## config.mk

```make
export PLATFORM = sky130hd
export DESIGN_NAME = clock_sync_serial_channel
export DESIGN_NICKNAME = d
export VERILOG_FILES = /design/src/csio_pkg.sv /design/src/shift_if.sv /design/src/clock_sync_serial_channel.sv /design/src/sclk_gen.sv
export SDC_FILE = /design/constraint.sdc
export NUM_CORES = 1
export LEC_CHECK = 0
export BUFFER_PORTS_ARGS = -buffer_cell sky130_fd_sc_hd__buf_2
export CORE_ASPECT_RATIO = 1.4
export CORE_MARGIN = 5
export CORE_UTILIZATION = 35
export DETAILED_ROUTE_END_ITERATION = 10
export GPL_ROUTABILITY_DRIVEN = 0
export PLACE_DENSITY = 0.57
export SYNTH_ARGS = -nofsm -noshare
export SYNTH_HDL_FRONTEND = slang
export SYNTH_SLANG_ARGS = --single-unit
```

## constraint.sdc

```tcl
create_clock -name ref_clk -period 4.8 [get_ports ref_clk]
set_input_delay 0.48 -clock ref_clk [delete_from_list [all_inputs] [get_ports ref_clk]]
set_output_delay 0.48 -clock ref_clk [all_outputs]
set_load 0.02 [all_outputs]
```

## src/csio_pkg.sv

```systemverilog
// Package with register map, field positions and timing constants of the serial channel.
package csio_pkg;

  // Register byte addresses on the APB slave.
  localparam logic [7:0] CTRL_OFFSET   = 8'h00;
  localparam logic [7:0] STATUS_OFFSET = 8'h04;
  localparam logic [7:0] TXBUF_OFFSET  = 8'h08;
  localparam logic [7:0] RXBUF_OFFSET  = 8'h0c;
  localparam logic [7:0] PRESC_OFFSET  = 8'h10;

  // Control register field positions.
  localparam int CTRL_TXEN    = 0;
  localparam int CTRL_RXEN    = 1;
  localparam int CTRL_EXTCLK  = 2;
  localparam int CTRL_CKPOL   = 3;
  localparam int CTRL_MSBF    = 4;
  localparam int CTRL_CONTRX  = 5;
  localparam int CTRL_TXISRC  = 6;
  localparam int CTRL_CTSEN   = 7;
  localparam int CTRL_RTSEN   = 8;
  localparam int CTRL_CKSEL0  = 9;
  localparam int CTRL_CKSEL1  = 10;
  localparam int CTRL_DINV    = 11;
  localparam int CTRL_TXINV   = 12;
  localparam int CTRL_RXINV   = 13;
  localparam int CTRL_SEPHS   = 14;
  localparam int CTRL_HSDIS   = 15;
  localparam int CTRL_WIDTH   = 16;
  localparam logic [15:0] CTRL_RESET = 16'h0000;

  // Status register field positions.
  localparam int STAT_TXBEMPTY = 0;
  localparam int STAT_TXREMPTY = 1;
  localparam int STAT_RXDONE   = 2;
  localparam int STAT_OVERRUN  = 3;
  localparam int STAT_TXIRQ    = 4;
  localparam int STAT_RXIRQ    = 5;
  localparam int STAT_WIDTH    = 6;

  // Prescaler choices: divide by 2, 8 or 32.
  localparam logic [1:0] PRESC_F1  = 2'h0;
  localparam logic [1:0] PRESC_F8  = 2'h1;
  localparam logic [1:0] PRESC_F32 = 2'h2;
  localparam int DIV_F8  = 8;
  localparam int DIV_F32 = 32;

  localparam int BITS_PER_BYTE = 8;

endpackage

```

## src/shift_if.sv

```systemverilog
// Interface carrying transfer-clock edge events from the clock generator to the shifter.
`timescale 1ns/1ns
interface shift_if;
  logic run;
  logic shiftEdge;
  logic sampleEdge;
  logic clkLevel;

  modport gen (input run, output shiftEdge, output sampleEdge, output clkLevel);
  modport use_side (output run, input shiftEdge, input sampleEdge, input clkLevel);
endinterface
```

## src/clock_sync_serial_channel.sv

```systemverilog
// Clock-synchronous serial channel with APB register access.
// Overview of operation
// - Setting transmit enable makes the channel ready to transmit.
// - Buffer moves to shifter at once on internal clock, on first shift edge on external; bits leave LSB first unless MSB first is selected.
// - After a byte: shift register empty flag, clock high for polarity 0 and low for 1, optional tx interrupt.
// - On channel 1 with internal clock, both clock-pin select bits set route the clock to the secondary pin.
// - Separate-pin handshake exists only on channel 0 and kills channel 1 clear-to-send.
// - Polarity 0 drives on falling, samples on rising; polarity 1 swaps.
// - Channel 2 alone has data inversion and pin-level inversion; 0 means none.
// - Internal clock derived from system clock divided by 2, 8 or 32.
// - Dummy write with both enables arms reception; request-to-send is already low from receive enable.
// - With LSB first, each sample edge puts input in top bit and shifts right; MSB first shifts left into bit 0.
// - Full byte goes to receive buffer, clock stops at the inverse of the polarity bit, done and irq set.
// - Reading the receive buffer clears the receive done flag.
// - Request-to-send has no handshake role with the internal clock.
// - Reception needs the transmitter; dummy data goes out while receiving.
// - Internal clock runs once enabled and loaded; external also needs pin toggles.
// - Byte arriving with done still set: overrun, overwrite, no receive irq.
// - Request-to-send low on receive enable, high during reception, low after.
// - Bit order option selects LSB first or MSB first.
// - Continuous receive mode rearms reception when the receive buffer is read.
// - Transmit interrupt on buffer-to-shifter move or on shift completion.
`timescale 1ns/1ns
module clock_sync_serial_channel
  import csio_pkg::*;
#(
  parameter int CHANNEL = 1
) (
  // Clock and reset
  input  wire logic        ref_clk,
  input  wire logic        rstn,
  // APB slave
  input  wire logic        psel,
  input  wire logic        penable,
  input  wire logic        pwrite,
  input  wire logic [7:0]  paddr,
  input  wire logic [31:0] pwdata,
  output logic [31:0]      prdata,
  output logic             pready,
  output logic             pslverr,
  // Serial pins
  input  wire logic        transfer_clock_pin_in,
  output logic             transfer_clock_pin_out,
  output logic             transfer_clock_pin_oe,
  output logic             secondary_clock_out_pin,
  output logic             serial_out_pin,
  input  wire logic        serial_in_pin,
  input  wire logic        clear_to_send_in,
  output logic             request_to_send_out
);

  if (CHANNEL < 0 || CHANNEL > 2) begin : g_bad_channel
    $error("CHANNEL must be 0, 1 or 2");
  end

  localparam bit HAS_CKS1 = (CHANNEL == 1);
  localparam bit HAS_INV  = (CHANNEL == 2);
  localparam bit HAS_SEP  = (CHANNEL == 0);

  typedef enum {ST_IDLE, ST_SHIFT} state_t;

  logic        rstPipe_reg;
  logic        rstSync;
  logic [15:0] ctrl_reg,    ctrl_next;
  logic [1:0]  presc_reg,   presc_next;
  logic [7:0]  txBuf_reg,   txBuf_next;
  logic        txFull_reg,  txFull_next;
  logic [7:0]  txSh_reg,    txSh_next;
  logic [7:0]  rxSh_reg,    rxSh_next;
  logic [7:0]  rxBuf_reg,   rxBuf_next;
  logic [3:0]  bitCnt_reg,  bitCnt_next;
  logic        rxDone_reg,  rxDone_next;
  logic        ovr_reg,     ovr_next;
  logic        txIrq_reg,   txIrq_next;
  logic        rxIrq_reg,   rxIrq_next;
  logic        rxArmed_reg, rxArmed_next;
  logic        rxActive_reg, rxActive_next;
  logic        txOut_reg,   txOut_next;
  logic        rts_reg,     rts_next;
  logic        ckOut_reg,   ckOut_next;
  logic        ckOe_reg,    ckOe_next;
  logic        cks1_reg,    cks1_next;
  logic [31:0] prdata_reg,  prdata_next;
  logic        pready_reg,  pready_next;
  logic        pslverr_reg, pslverr_next;
  state_t      state_reg,   state_next;

  logic wrAcc;
  logic txWr;
  logic rdAcc;
  logic txEn, rxEn, extClk, msbFirst, ctsUse, rtsUse, cksSel, dInv, txInv, rxInv;
  logic rxBit;
  logic [7:0] loadByte;

  shift_if sif ();

  sclk_gen u_sclk (
    .ref_clk     (ref_clk),
    .rstSync     (rstSync),
    .extClk      (extClk),
    .clkPol      (ctrl_reg[CTRL_CKPOL]),
    .prescSel    (presc_reg),
    .extPinLevel (transfer_clock_pin_in),
    .sif         (sif)
  );

  // Two-stage reset release keeps the deassertion synchronous to ref_clk.
  always_ff @(posedge ref_clk or negedge rstn) begin
    if (!rstn) begin
      rstPipe_reg <= 1'b0;
      rstSync     <= 1'b0;
    end else begin
      rstPipe_reg <= 1'b1;
      rstSync     <= rstPipe_reg;
    end
  end

  assign txEn     = ctrl_reg[CTRL_TXEN];
  assign rxEn     = ctrl_reg[CTRL_RXEN];
  assign extClk   = ctrl_reg[CTRL_EXTCLK];
  assign msbFirst = ctrl_reg[CTRL_MSBF];
  // Clear-to-send on channel 1 disappears when channel 0 separates its pins or CKS1 is used; request-to-send is kept.
  assign ctsUse   = ctrl_reg[CTRL_CTSEN] && !ctrl_reg[CTRL_HSDIS] && !cksSel;
  assign rtsUse   = ctrl_reg[CTRL_RTSEN] && extClk;
  assign cksSel   = HAS_CKS1 && ctrl_reg[CTRL_CKSEL0] && ctrl_reg[CTRL_CKSEL1]
                    && !extClk;
  assign dInv     = HAS_INV && ctrl_reg[CTRL_DINV];
  assign txInv    = HAS_INV && ctrl_reg[CTRL_TXINV];
  assign rxInv    = HAS_INV && ctrl_reg[CTRL_RXINV];
  // Data inversion is applied once, when the receive buffer is read.
  assign rxBit    = serial_in_pin ^ rxInv;
  assign wrAcc    = psel && penable && pwrite && pready_reg;
  assign rdAcc    = psel && penable && !pwrite && pready_reg;
  assign txWr     = wrAcc && paddr == TXBUF_OFFSET;
  assign loadByte = txBuf_reg;
  assign sif.run  = (state_reg == ST_SHIFT);

  always_comb begin
    ctrl_next     = ctrl_reg;
    presc_next    = presc_reg;
    txBuf_next    = txBuf_reg;
    txFull_next   = txFull_reg;
    txSh_next     = txSh_reg;
    rxSh_next     = rxSh_reg;
    rxBuf_next    = rxBuf_reg;
    bitCnt_next   = bitCnt_reg;
    rxDone_next   = rxDone_reg;
    ovr_next      = ovr_reg;
    txIrq_next    = txIrq_reg;
    rxIrq_next    = rxIrq_reg;
    rxArmed_next  = rxArmed_reg;
    rxActive_next = rxActive_reg;
    txOut_next    = txOut_reg;
    state_next    = state_reg;
    prdata_next   = 32'h0000_0000;
    pready_next   = psel && !pready_reg;
    pslverr_next  = 1'b0;

    // Register access; pready answers one cycle after setup.
    if (psel && !pready_reg) begin
      case (paddr)
        CTRL_OFFSET:   prdata_next = {16'h0000, ctrl_reg};
        STATUS_OFFSET: prdata_next = {26'h0, rxIrq_reg, txIrq_reg, ovr_reg, rxDone_reg,
                                      (state_reg == ST_IDLE), !txFull_reg};
        TXBUF_OFFSET:  prdata_next = {24'h0, txBuf_reg};
        RXBUF_OFFSET:  prdata_next = {24'h0, rxBuf_reg ^ {8{dInv}}};
        PRESC_OFFSET:  prdata_next = {30'h0, presc_reg};
        default:       pslverr_next = 1'b1;
      endcase
      if (pwrite) prdata_next = 32'h0000_0000;
    end
    if (wrAcc) begin
      case (paddr)
        CTRL_OFFSET: begin
          ctrl_next = pwdata[CTRL_WIDTH-1:0];
          if (!HAS_SEP) ctrl_next[CTRL_SEPHS] = 1'b0;
          if (!pwdata[CTRL_RXEN]) begin
            ovr_next     = 1'b0;
            rxArmed_next = 1'b0;
          end
        end
        STATUS_OFFSET: begin
          if (pwdata[STAT_TXIRQ]) txIrq_next = 1'b0;
          if (pwdata[STAT_RXIRQ]) rxIrq_next = 1'b0;
        end
        TXBUF_OFFSET: begin
          txBuf_next  = pwdata[7:0] ^ {8{dInv}};
          txFull_next = 1'b1;
          if (rxEn) rxArmed_next = 1'b1;
        end
        PRESC_OFFSET: presc_next = pwdata[1:0];
        default: ;
      endcase
    end
    if (rdAcc && paddr == RXBUF_OFFSET) begin
      rxDone_next = 1'b0;
      if (ctrl_reg[CTRL_CONTRX] && rxEn) rxArmed_next = 1'b1;
    end

    case (state_reg)
      ST_IDLE: begin
        // Start with data loaded and CTS low if used; the external clock also waits for its first drive edge.
        if (txEn && txFull_reg && (!ctsUse || !clear_to_send_in)) begin
          if (extClk ? sif.shiftEdge : 1'b1) begin
            txSh_next   = msbFirst ? {loadByte[6:0], 1'b0} : {1'b0, loadByte[7:1]};
            txOut_next  = (msbFirst ? loadByte[7] : loadByte[0]) ^ txInv;
            // A buffer write in the same cycle keeps the buffer full; the old byte is taken.
            txFull_next = txWr;
            bitCnt_next = 4'h0;
            state_next  = ST_SHIFT;
            rxActive_next = rxEn && rxArmed_reg;
            if (rxEn && rxArmed_reg && !txWr) rxArmed_next = 1'b0;
            if (!ctrl_reg[CTRL_TXISRC]) txIrq_next = 1'b1;
          end
        end
      end
      ST_SHIFT: begin
        if (sif.sampleEdge) begin
          rxSh_next   = msbFirst ? {rxSh_reg[6:0], rxBit} : {rxBit, rxSh_reg[7:1]};
          bitCnt_next = bitCnt_reg + 4'h1;
          if (bitCnt_reg == 4'(BITS_PER_BYTE - 1)) begin
            state_next = ST_IDLE;
            if (ctrl_reg[CTRL_TXISRC]) txIrq_next = 1'b1;
            if (rxActive_reg) begin
              rxBuf_next = msbFirst ? {rxSh_reg[6:0], rxBit} : {rxBit, rxSh_reg[7:1]};
              rxActive_next = 1'b0;
              if (rxDone_reg && !(rdAcc && paddr == RXBUF_OFFSET)) begin
                ovr_next = 1'b1;
              end else begin
                rxDone_next = 1'b1;
                rxIrq_next  = 1'b1;
              end
            end
          end
        end else if (sif.shiftEdge && bitCnt_reg != 4'h0) begin
          txOut_next = (msbFirst ? txSh_reg[7] : txSh_reg[0]) ^ txInv;
          txSh_next  = msbFirst ? {txSh_reg[6:0], 1'b0} : {1'b0, txSh_reg[7:1]};
        end
      end
      default: state_next = ST_IDLE;
    endcase
  end

  // Pin outputs; the clock idles at the inverse of the polarity bit whenever no byte is moving.
  always_comb begin
    ckOut_next = sif.clkLevel ^ ctrl_reg[CTRL_CKPOL];
    if (state_next == ST_IDLE) ckOut_next = !ctrl_reg[CTRL_CKPOL];
    ckOe_next  = !extClk && !cksSel;
    cks1_next  = cksSel ? ckOut_next : 1'b1;
    // RTS low while receive is enabled and idle, high during a reception.
    rts_next   = rtsUse ? !(rxEn && !rxActive_next) : 1'b1;
  end

  always_ff @(posedge ref_clk or negedge rstSync) begin
    if (!rstSync) begin
      ctrl_reg     <= CTRL_RESET;
      presc_reg    <= PRESC_F1;
      txBuf_reg    <= 8'h00;
      txFull_reg   <= 1'b0;
      txSh_reg     <= 8'h00;
      rxSh_reg     <= 8'h00;
      rxBuf_reg    <= 8'h00;
      bitCnt_reg   <= 4'h0;
      rxDone_reg   <= 1'b0;
      ovr_reg      <= 1'b0;
      txIrq_reg    <= 1'b0;
      rxIrq_reg    <= 1'b0;
      rxArmed_reg  <= 1'b0;
      rxActive_reg <= 1'b0;
      txOut_reg    <= 1'b1;
      rts_reg      <= 1'b1;
      ckOut_reg    <= 1'b1;
      ckOe_reg     <= 1'b0;
      cks1_reg     <= 1'b1;
      prdata_reg   <= 32'h0000_0000;
      pready_reg   <= 1'b0;
      pslverr_reg  <= 1'b0;
      state_reg    <= ST_IDLE;
    end else begin
      ctrl_reg     <= ctrl_next;
      presc_reg    <= presc_next;
      txBuf_reg    <= txBuf_next;
      txFull_reg   <= txFull_next;
      txSh_reg     <= txSh_next;
      rxSh_reg     <= rxSh_next;
      rxBuf_reg    <= rxBuf_next;
      bitCnt_reg   <= bitCnt_next;
      rxDone_reg   <= rxDone_next;
      ovr_reg      <= ovr_next;
      txIrq_reg    <= txIrq_next;
      rxIrq_reg    <= rxIrq_next;
      rxArmed_reg  <= rxArmed_next;
      rxActive_reg <= rxActive_next;
      txOut_reg    <= txOut_next;
      rts_reg      <= rts_next;
      ckOut_reg    <= ckOut_next;
      ckOe_reg     <= ckOe_next;
      cks1_reg     <= cks1_next;
      prdata_reg   <= prdata_next;
      pready_reg   <= pready_next;
      pslverr_reg  <= pslverr_next;
      state_reg    <= state_next;
    end
  end

  assign prdata                  = prdata_reg;
  assign pready                  = pready_reg;
  assign pslverr                 = pslverr_reg;
  assign transfer_clock_pin_out  = ckOut_reg;
  assign transfer_clock_pin_oe   = ckOe_reg;
  assign secondary_clock_out_pin = cks1_reg;
  assign serial_out_pin          = txOut_reg;
  assign request_to_send_out     = rts_reg;

endmodule // clock_sync_serial_channel

```

## src/sclk_gen.sv

```systemverilog
// Transfer clock source: internal prescaled clock or external clock pin edge detector.
`timescale 1ns/1ns
module sclk_gen
  import csio_pkg::*;
(
  // Clock and reset
  input  wire logic ref_clk,
  input  wire logic rstSync,
  // Configuration
  input  wire logic extClk,
  input  wire logic clkPol,
  input  wire logic [1:0] prescSel,
  input  wire logic extPinLevel,
  // Edge events
  shift_if.gen      sif
);

  logic [5:0] divCnt_reg;
  logic [5:0] divCnt_next;
  logic       intLvl_reg;
  logic       intLvl_next;
  logic       extPrev_reg;
  logic       extPrev_next;
  logic       extLvl;
  logic [5:0] halfDiv;
  logic       fall;
  logic       rise;

  // The external pin is seen in the polarity-0 sense, like the internal level.
  assign extLvl = extPinLevel ^ clkPol;

  // Half-period count; f1 toggles each cycle so a full period is two ref_clk cycles.
  always_comb begin
    case (prescSel)
      PRESC_F8:  halfDiv = 6'(DIV_F8 / 2 - 1);
      PRESC_F32: halfDiv = 6'(DIV_F32 / 2 - 1);
      default:   halfDiv = 6'h00;
    endcase
  end

  always_comb begin
    divCnt_next  = divCnt_reg;
    intLvl_next  = 1'b1;
    extPrev_next = extLvl;
    fall = 1'b0;
    rise = 1'b0;
    if (extClk) begin
      // Edges pass in idle too, since the first drive edge is what starts a byte.
      fall = extPrev_reg && !extLvl;
      rise = !extPrev_reg && extLvl;
      divCnt_next = 6'h00;
    end else if (sif.run) begin
      intLvl_next = intLvl_reg;
      if (divCnt_reg == halfDiv) begin
        divCnt_next = 6'h00;
        intLvl_next = !intLvl_reg;
        fall = intLvl_reg;
        rise = !intLvl_reg;
      end else begin
        divCnt_next = divCnt_reg + 6'h01;
      end
    end else begin
      divCnt_next = 6'h00;
    end
  end

  always_ff @(posedge ref_clk or negedge rstSync) begin
    if (!rstSync) begin
      divCnt_reg  <= 6'h00;
      intLvl_reg  <= 1'b1;
      extPrev_reg <= 1'b1;
    end else begin
      divCnt_reg  <= divCnt_next;
      intLvl_reg  <= intLvl_next;
      extPrev_reg <= extPrev_next;
    end
  end

  // Both sources idle high in this sense, so the drive edge is always the falling one.
  assign sif.shiftEdge  = fall;
  assign sif.sampleEdge = rise;
  // The next level is handed over so the registered pin lines up with the shift events.
  assign sif.clkLevel   = intLvl_next;

endmodule // sclk_gen

```

== Word level (Yosys, flattened, before mapping) ==
Cells that the tools add are included.

* Bitwise operators: 2
* Equal/unequal tests: 15
* Reductions and logical operators: 55
* Multiplexer cells: 98
* Add/sub/neg operators: 2

{| class="wikitable"
|+ Operators by type and width
! cell !! number
|-
| two-way mux 32 bit || 6
|-
| zero test 32 bit || 3
|-
| one-hot mux 16 bit (5 select lines) || 1
|-
| two-way mux 1 bit || 70
|-
| one-hot mux 32 bit (2 select lines) || 1
|-
| two-way mux 8 bit || 7
|-
| equality test 32 x 1 -> 1 bit (second input constant) || 1
|-
| equality test 32 x 2 -> 1 bit (second input constant) || 1
|-
| logical AND 1 bit || 24
|-
| two-way mux 6 bit || 3
|-
| equality test 8 x 4 -> 1 bit (second input constant) || 2
|-
| zero test 1 bit || 16
|-
| one-hot mux 4 bit (2 select lines) || 2
|-
| one-hot mux 8 bit (2 select lines) || 1
|-
| two-way mux 4 bit || 3
|-
| != test 2 bit (second input constant) || 5
|-
| equality test 8 x 3 -> 1 bit (second input constant) || 1
|-
| equality test 8 x 5 -> 1 bit (second input constant) || 1
|-
| zero test 8 bit || 1
|-
| one-hot mux 1 bit (2 select lines) || 4
|-
| AND reduction 2 bit || 4
|-
| AND reduction 4 bit || 2
|-
| adder 6 x 1 -> 6 bit (second input constant) || 1
|-
| equality test 6 x 4 -> 1 bit || 1
|-
| other kinds (10) || 11
|}

* Output and inout bits: 39
* Logic and storage cells: 200
* Bits of input ports: 48
* Bits in registers: 141

== Depth between registers and ports, before layout ==
* Depth after elaboration: 14
* Mapped depth: 11
* Mapped depth without buffers: 11

== Modules after synthesis ==
Synthesis repeated with hierarchy kept, for this count alone.

* Cell total of the unflattened synthesis: 416
* Area, all modules: 5449.0 um^2

{| class="wikitable"
|+ Modules (own cells, without submodules)
! module !! instances !! seq. area each (um^2) !! cells each !! area each (um^2)
|-
| clock_sync_serial_channel || 1 || 2907.8 || 371 || 4977.3
|-
| sclk_gen || 1 || 202.7 || 45 || 471.7
|}

== Worst setup path after synthesis ==
Ideal clock, no wire load.

* Path kind: register to register
* From: register presc_reg[0]
* To: register rxBuf_reg[0]
* Path buffers: 1
* Stages on the path, launching flop included: 12
* Slack: 2.155 ns
* Arrival: 2.521 ns
* Required time: 4.675 ns
* Period minus slack after synthesis: 2.645 ns
* Library setup time: 0.125 ns
* Cells stage by stage: dfrtp_1 -> inv_1 -> ha_1 -> and3b_1 -> a21oi_1 -> nor4_1 -> ha_1 -> a32o_1 -> nor2b_1 -> and3_1 -> buf_2 -> mux2_2

* Longest elaborated chain between the ends: 7
* Elaborated cells between the ends (all ways): 8
* Classes of those cells: 3 x eq/ne; 4 x mux; 1 x reduce/logical

{| class="wikitable"
|+ Ends and longest elaborated chain
! item !! line !! source
|-
| start: declaration || clock_sync_serial_channel.sv:65 || <nowiki>logic [1:0] presc_reg, presc_next;</nowiki>
|-
| start signal: assignment || clock_sync_serial_channel.sv:281 || <nowiki>presc_reg <= presc_next;</nowiki>
|-
| equality test 2 bit / equality test 2 x 1 -> 1 bit (equally long branches) || sclk_gen.sv:34 || <nowiki>case (prescSel)</nowiki>
|-
| one-hot mux 4 bit (2 select lines) (*) || sclk_gen.sv:34 ||
|-
| equality test 6 x 4 -> 1 bit (*) || sclk_gen.sv:54 || <nowiki>if (divCnt_reg == halfDiv) begin</nowiki>
|-
| two-way mux 1 bit (*) || sclk_gen.sv:54 ||
|-
| two-way mux 1 bit (*) || sclk_gen.sv:52 || <nowiki>end else if (sif.run) begin</nowiki>
|-
| two-way mux 1 bit (*) || sclk_gen.sv:47 || <nowiki>if (extClk) begin</nowiki>
|-
| AND reduction 4 bit (no line) (*) || - ||
|-
| end signal: assignment || clock_sync_serial_channel.sv:286 || <nowiki>rxBuf_reg <= rxBuf_next;</nowiki>
|-
| end: declaration || clock_sync_serial_channel.sv:70 || <nowiki>logic [7:0] rxBuf_reg, rxBuf_next;</nowiki>
|}

Mark *: on every way between the ends. The rest lies on a longest branch, timed or not.
A chain may end at the register's enable or synchronous reset.

== Worst setup path in the final report ==
* From: register presc_reg[0]
* To: register rxBuf_reg[5]

The elaborated chain is that of the path after synthesis.

==> run metrics <==
Max FO, Critical Path=9; starting DRC count in detailed routing=181; Async S/R FF share, synth=1.00; leading post-synthesis cells by cell area=dfrtp_1 (56%), mux2_2 (13%), mux2i_1 (3.0%); Reg2Reg Depth=10; reg2reg end=rxBuf_reg[5]; fraction of layout cells with a size suffix above 1=0.307; Gate power share=0.026; Worst Skew=0.00618 ns; IO Count=87; Post-CTS Setup Repair Bufs=0; RR Startpoint=presc_reg[0]; largest net degree at the start of global routing=81; Unique masters post-synth=54; Post-DP HPWL=7820 um; root buf cell=clkbuf_16; Gate Count Post-Synth=416; CTS tree=built; Post-Syn Area=5300 um^2; cell row count=53; EDFF count, synth=0; Min-Delay Startpoint=transfer_clock_pin_in; routed vias=3434; total track usage=0.132; crit start category=flip-flop; WS Path Type=reg2reg; max reg flops=32; NetSw=0.548 mW; Final Setup Violations=0; Period minus WS final=3.29 ns; switching share of power=0.223; unrepaired setup endpoints after global routing=no; Die ar.=17700 um^2; post-synthesis register bit count=124; routed len/inst=15.4 um; Slew HR=0.330; Data arrival, critical path=3.59 ns; max-slew violation count=0; number of global-route vias before repair=3617; clk_lat worst skew=0.41 ns; maximum clock path buffer count=2; area grow syn2layout=21.6%; Setup TNS Final=0 ns; minimum hold slack=0.302 ns; LEAKAGE=3.11 nW; Synth area leader=dfrtp_1; share of the synthesized area in the top cell type=0.557; Total Wirelength=11000 um; diodes inserted=0; slew at the pin closest to its max-slew limit=1.00 ns; Final nets=562; initial antenna violation count=0; PD cells=381 nW/um^2; ANT nets after route=0; Avg Cell Area, Syn=12.7 um^2; worst hold endpoint=u_sclk.extPrev_reg; R2R setup slack=1.51 ns; cts bufs inserted=17; Post-Route Utilization=0.432; post-layout power=2.46 mW; first-pass GRT wire length=18200 um; fin crit share=0.685; Worst Path Required=5.10 ns; Die W=114 um; Setup crit end kind=flip-flop; YS warnings=0; Clock transition at path regs=0.06 ns; status=finished clean; via/cell ratio=4.82; Hold WC Path Type=in2reg; share of power burned in the clock network=0.533; f_max=304 MHz; Reg power frac=0.441; Worst Hold Depth=2; DRT Pass-1 Iters=4; grt total ovfl=0; VDD IR max=173 uV; Initial Utilization=0.355; clk sinks=124; final-report hold violation count=0; Cell Int Power=1.91 mW; Remaining DRCs=0; post-cts gate resize count=0; Core Area=14900 um^2; Max Cap Violations=0; ys flop type=dfrtp_1; htree depth=4; sequential fraction of the synthesis area=0.587; Die H=156 um; I/O Buffers=52
==> worst max-delay path, stage by stage, from the launching register on <==
cell and delay (ns):
dfrtp_1 0.35, inv_1 0.06, ha_1 0.32, and3b_1 0.21, a21oi_1 0.04, nor4_1 0.49
ha_1 0.30, a32o_1 0.21, nor2b_1 0.35, and3_1 0.47, mux2_2 0.39
==> cells in the final DEF (no fill, tap or decap), types with 4 or more instances in the layout <==
master and n:
o21ai_0 13, inv_6 4, clkbuf_16 17, buf_2 52, mux2i_1 16, a21oi_1 10, conb_1 49, inv_1 10
a22oi_1 4, nand4_1 4, ha_1 6, clkinv_4 5, and2_1 10, nor2_1 24, nor3_1 4, and3_1 5
nand3_1 8, dfstp_2 6, nor4_1 10, mux2_2 60, nor2b_1 7, nand2_1 16, dfrtp_1 117
==> metal layers <==
metal  track usage  vias to the layer above  part of all wire  wire [um]
li1              -                     1601                 -          -
met1         0.152                     1722              0.41       4490
met2         0.223                       94              0.52       5730
met3        0.0388                       17             0.049        539
met4        0.0623                        0             0.022        238
met5             0                        -                 0          0
==> kinds of logic (layout without fill, tap and decap cells) <==
logic type | count (synthesis) | after routing | share of synthesized area
other | 2 | 49 | 0.00142
AOI/OAI and AO/OA | 52 | 52 | 0.0703
xor gates and xnor gates | 6 | 6 | 0.00991
adders and majority gates | 6 | 6 | 0.0142
muxes | 79 | 79 | 0.164
DFF | 124 | 124 | 0.587
buffers and inverters | 40 | 98 | 0.0418
and+or+nand+nor | 107 | 107 | 0.112
==> worst max path at each step <==
stage | start | depth (start not counted) | endpoint
final | presc_reg[0] | 10 | rxBuf_reg[5]
after floorplan | rstSync | 0 | bitCnt_reg[0]
after CTS | presc_reg[0] | 10 | rxBuf_reg[5]
after global placement | presc_reg[1] | 9 | rxBuf_reg[0]
after global routing | presc_reg[0] | 10 | rxBuf_reg[1]
after detailed placement | presc_reg[0] | 10 | rxBuf_reg[4]
==> power by group through the flow <==
stage / sequential [mW] / clock (mW) / combinational [mW]
6_report: 1.08 / 1.31 / 0.0638
5_1_grt: 1.09 / 1.39 / 0.0716
4_1_cts: 1.08 / 1.34 / 0.0639
3_5_place_dp: 1.10 / 0 / 0.0632
3_3_place_gp: 1.10 / 0 / 0.0623
2_1_floorplan: 1.10 / 0 / 0.0414
==> area by class of cell <==
cell class	count	area [um^2]
clock inverter	15	189
inverter	10	37.5
fill	1381	8480
multi-input combinational	299	2150
timing repair buffer	56	293
tap	192	240
clock buffer	17	425
sequential	124	3110
==> what timing repair did <==
item                       4_1_cts  5_1_grt
hold endpoints to repair         2        0
hold buffers                     1        0
setup endpoints to repair        0        0
==> through the flow <==
stage	area, um^2	worst slack [ns]	std cells
2_1_floorplan	5480	1.10	463
3_3_place_gp	5820	1.56	680
3_5_place_dp	5820	1.49	680
4_1_cts	6440	1.47	713
5_1_grt	6440	1.28	713
6_report	6440	1.51	713
==> synthesized netlist by cell type, drive strengths merged (2+ instances only) <==
| master | number |
|---|---|
| dfrtp | 118 |
| mux2 | 63 |
| buf | 25 |
| nor2 | 24 |
| mux2i | 16 |
| nand2 | 16 |
| o21ai | 13 |
| a21oi | 10 |
| and2 | 10 |
| inv | 10 |
| nor4 | 10 |
| nand3 | 9 |
| nor2b | 7 |
| dfstp | 6 |
| ha | 6 |
| and3 | 5 |
| clkbuf | 5 |
| nor3 | 5 |
| a22oi | 4 |
| nand4 | 4 |
| a22o | 3 |
| a31oi | 3 |
| and3b | 3 |
| and4 | 3 |
| nand2b | 3 |
| xnor2 | 3 |
| xor2 | 3 |
| a21o | 2 |
| a32oi | 2 |
| conb | 2 |
| nand3b | 2 |
| nor4b | 2 |
| o21a | 2 |
| o2bb2ai | 2 |
| o31ai | 2 |
No activity file was read; power rests on OpenSTA's default activity.
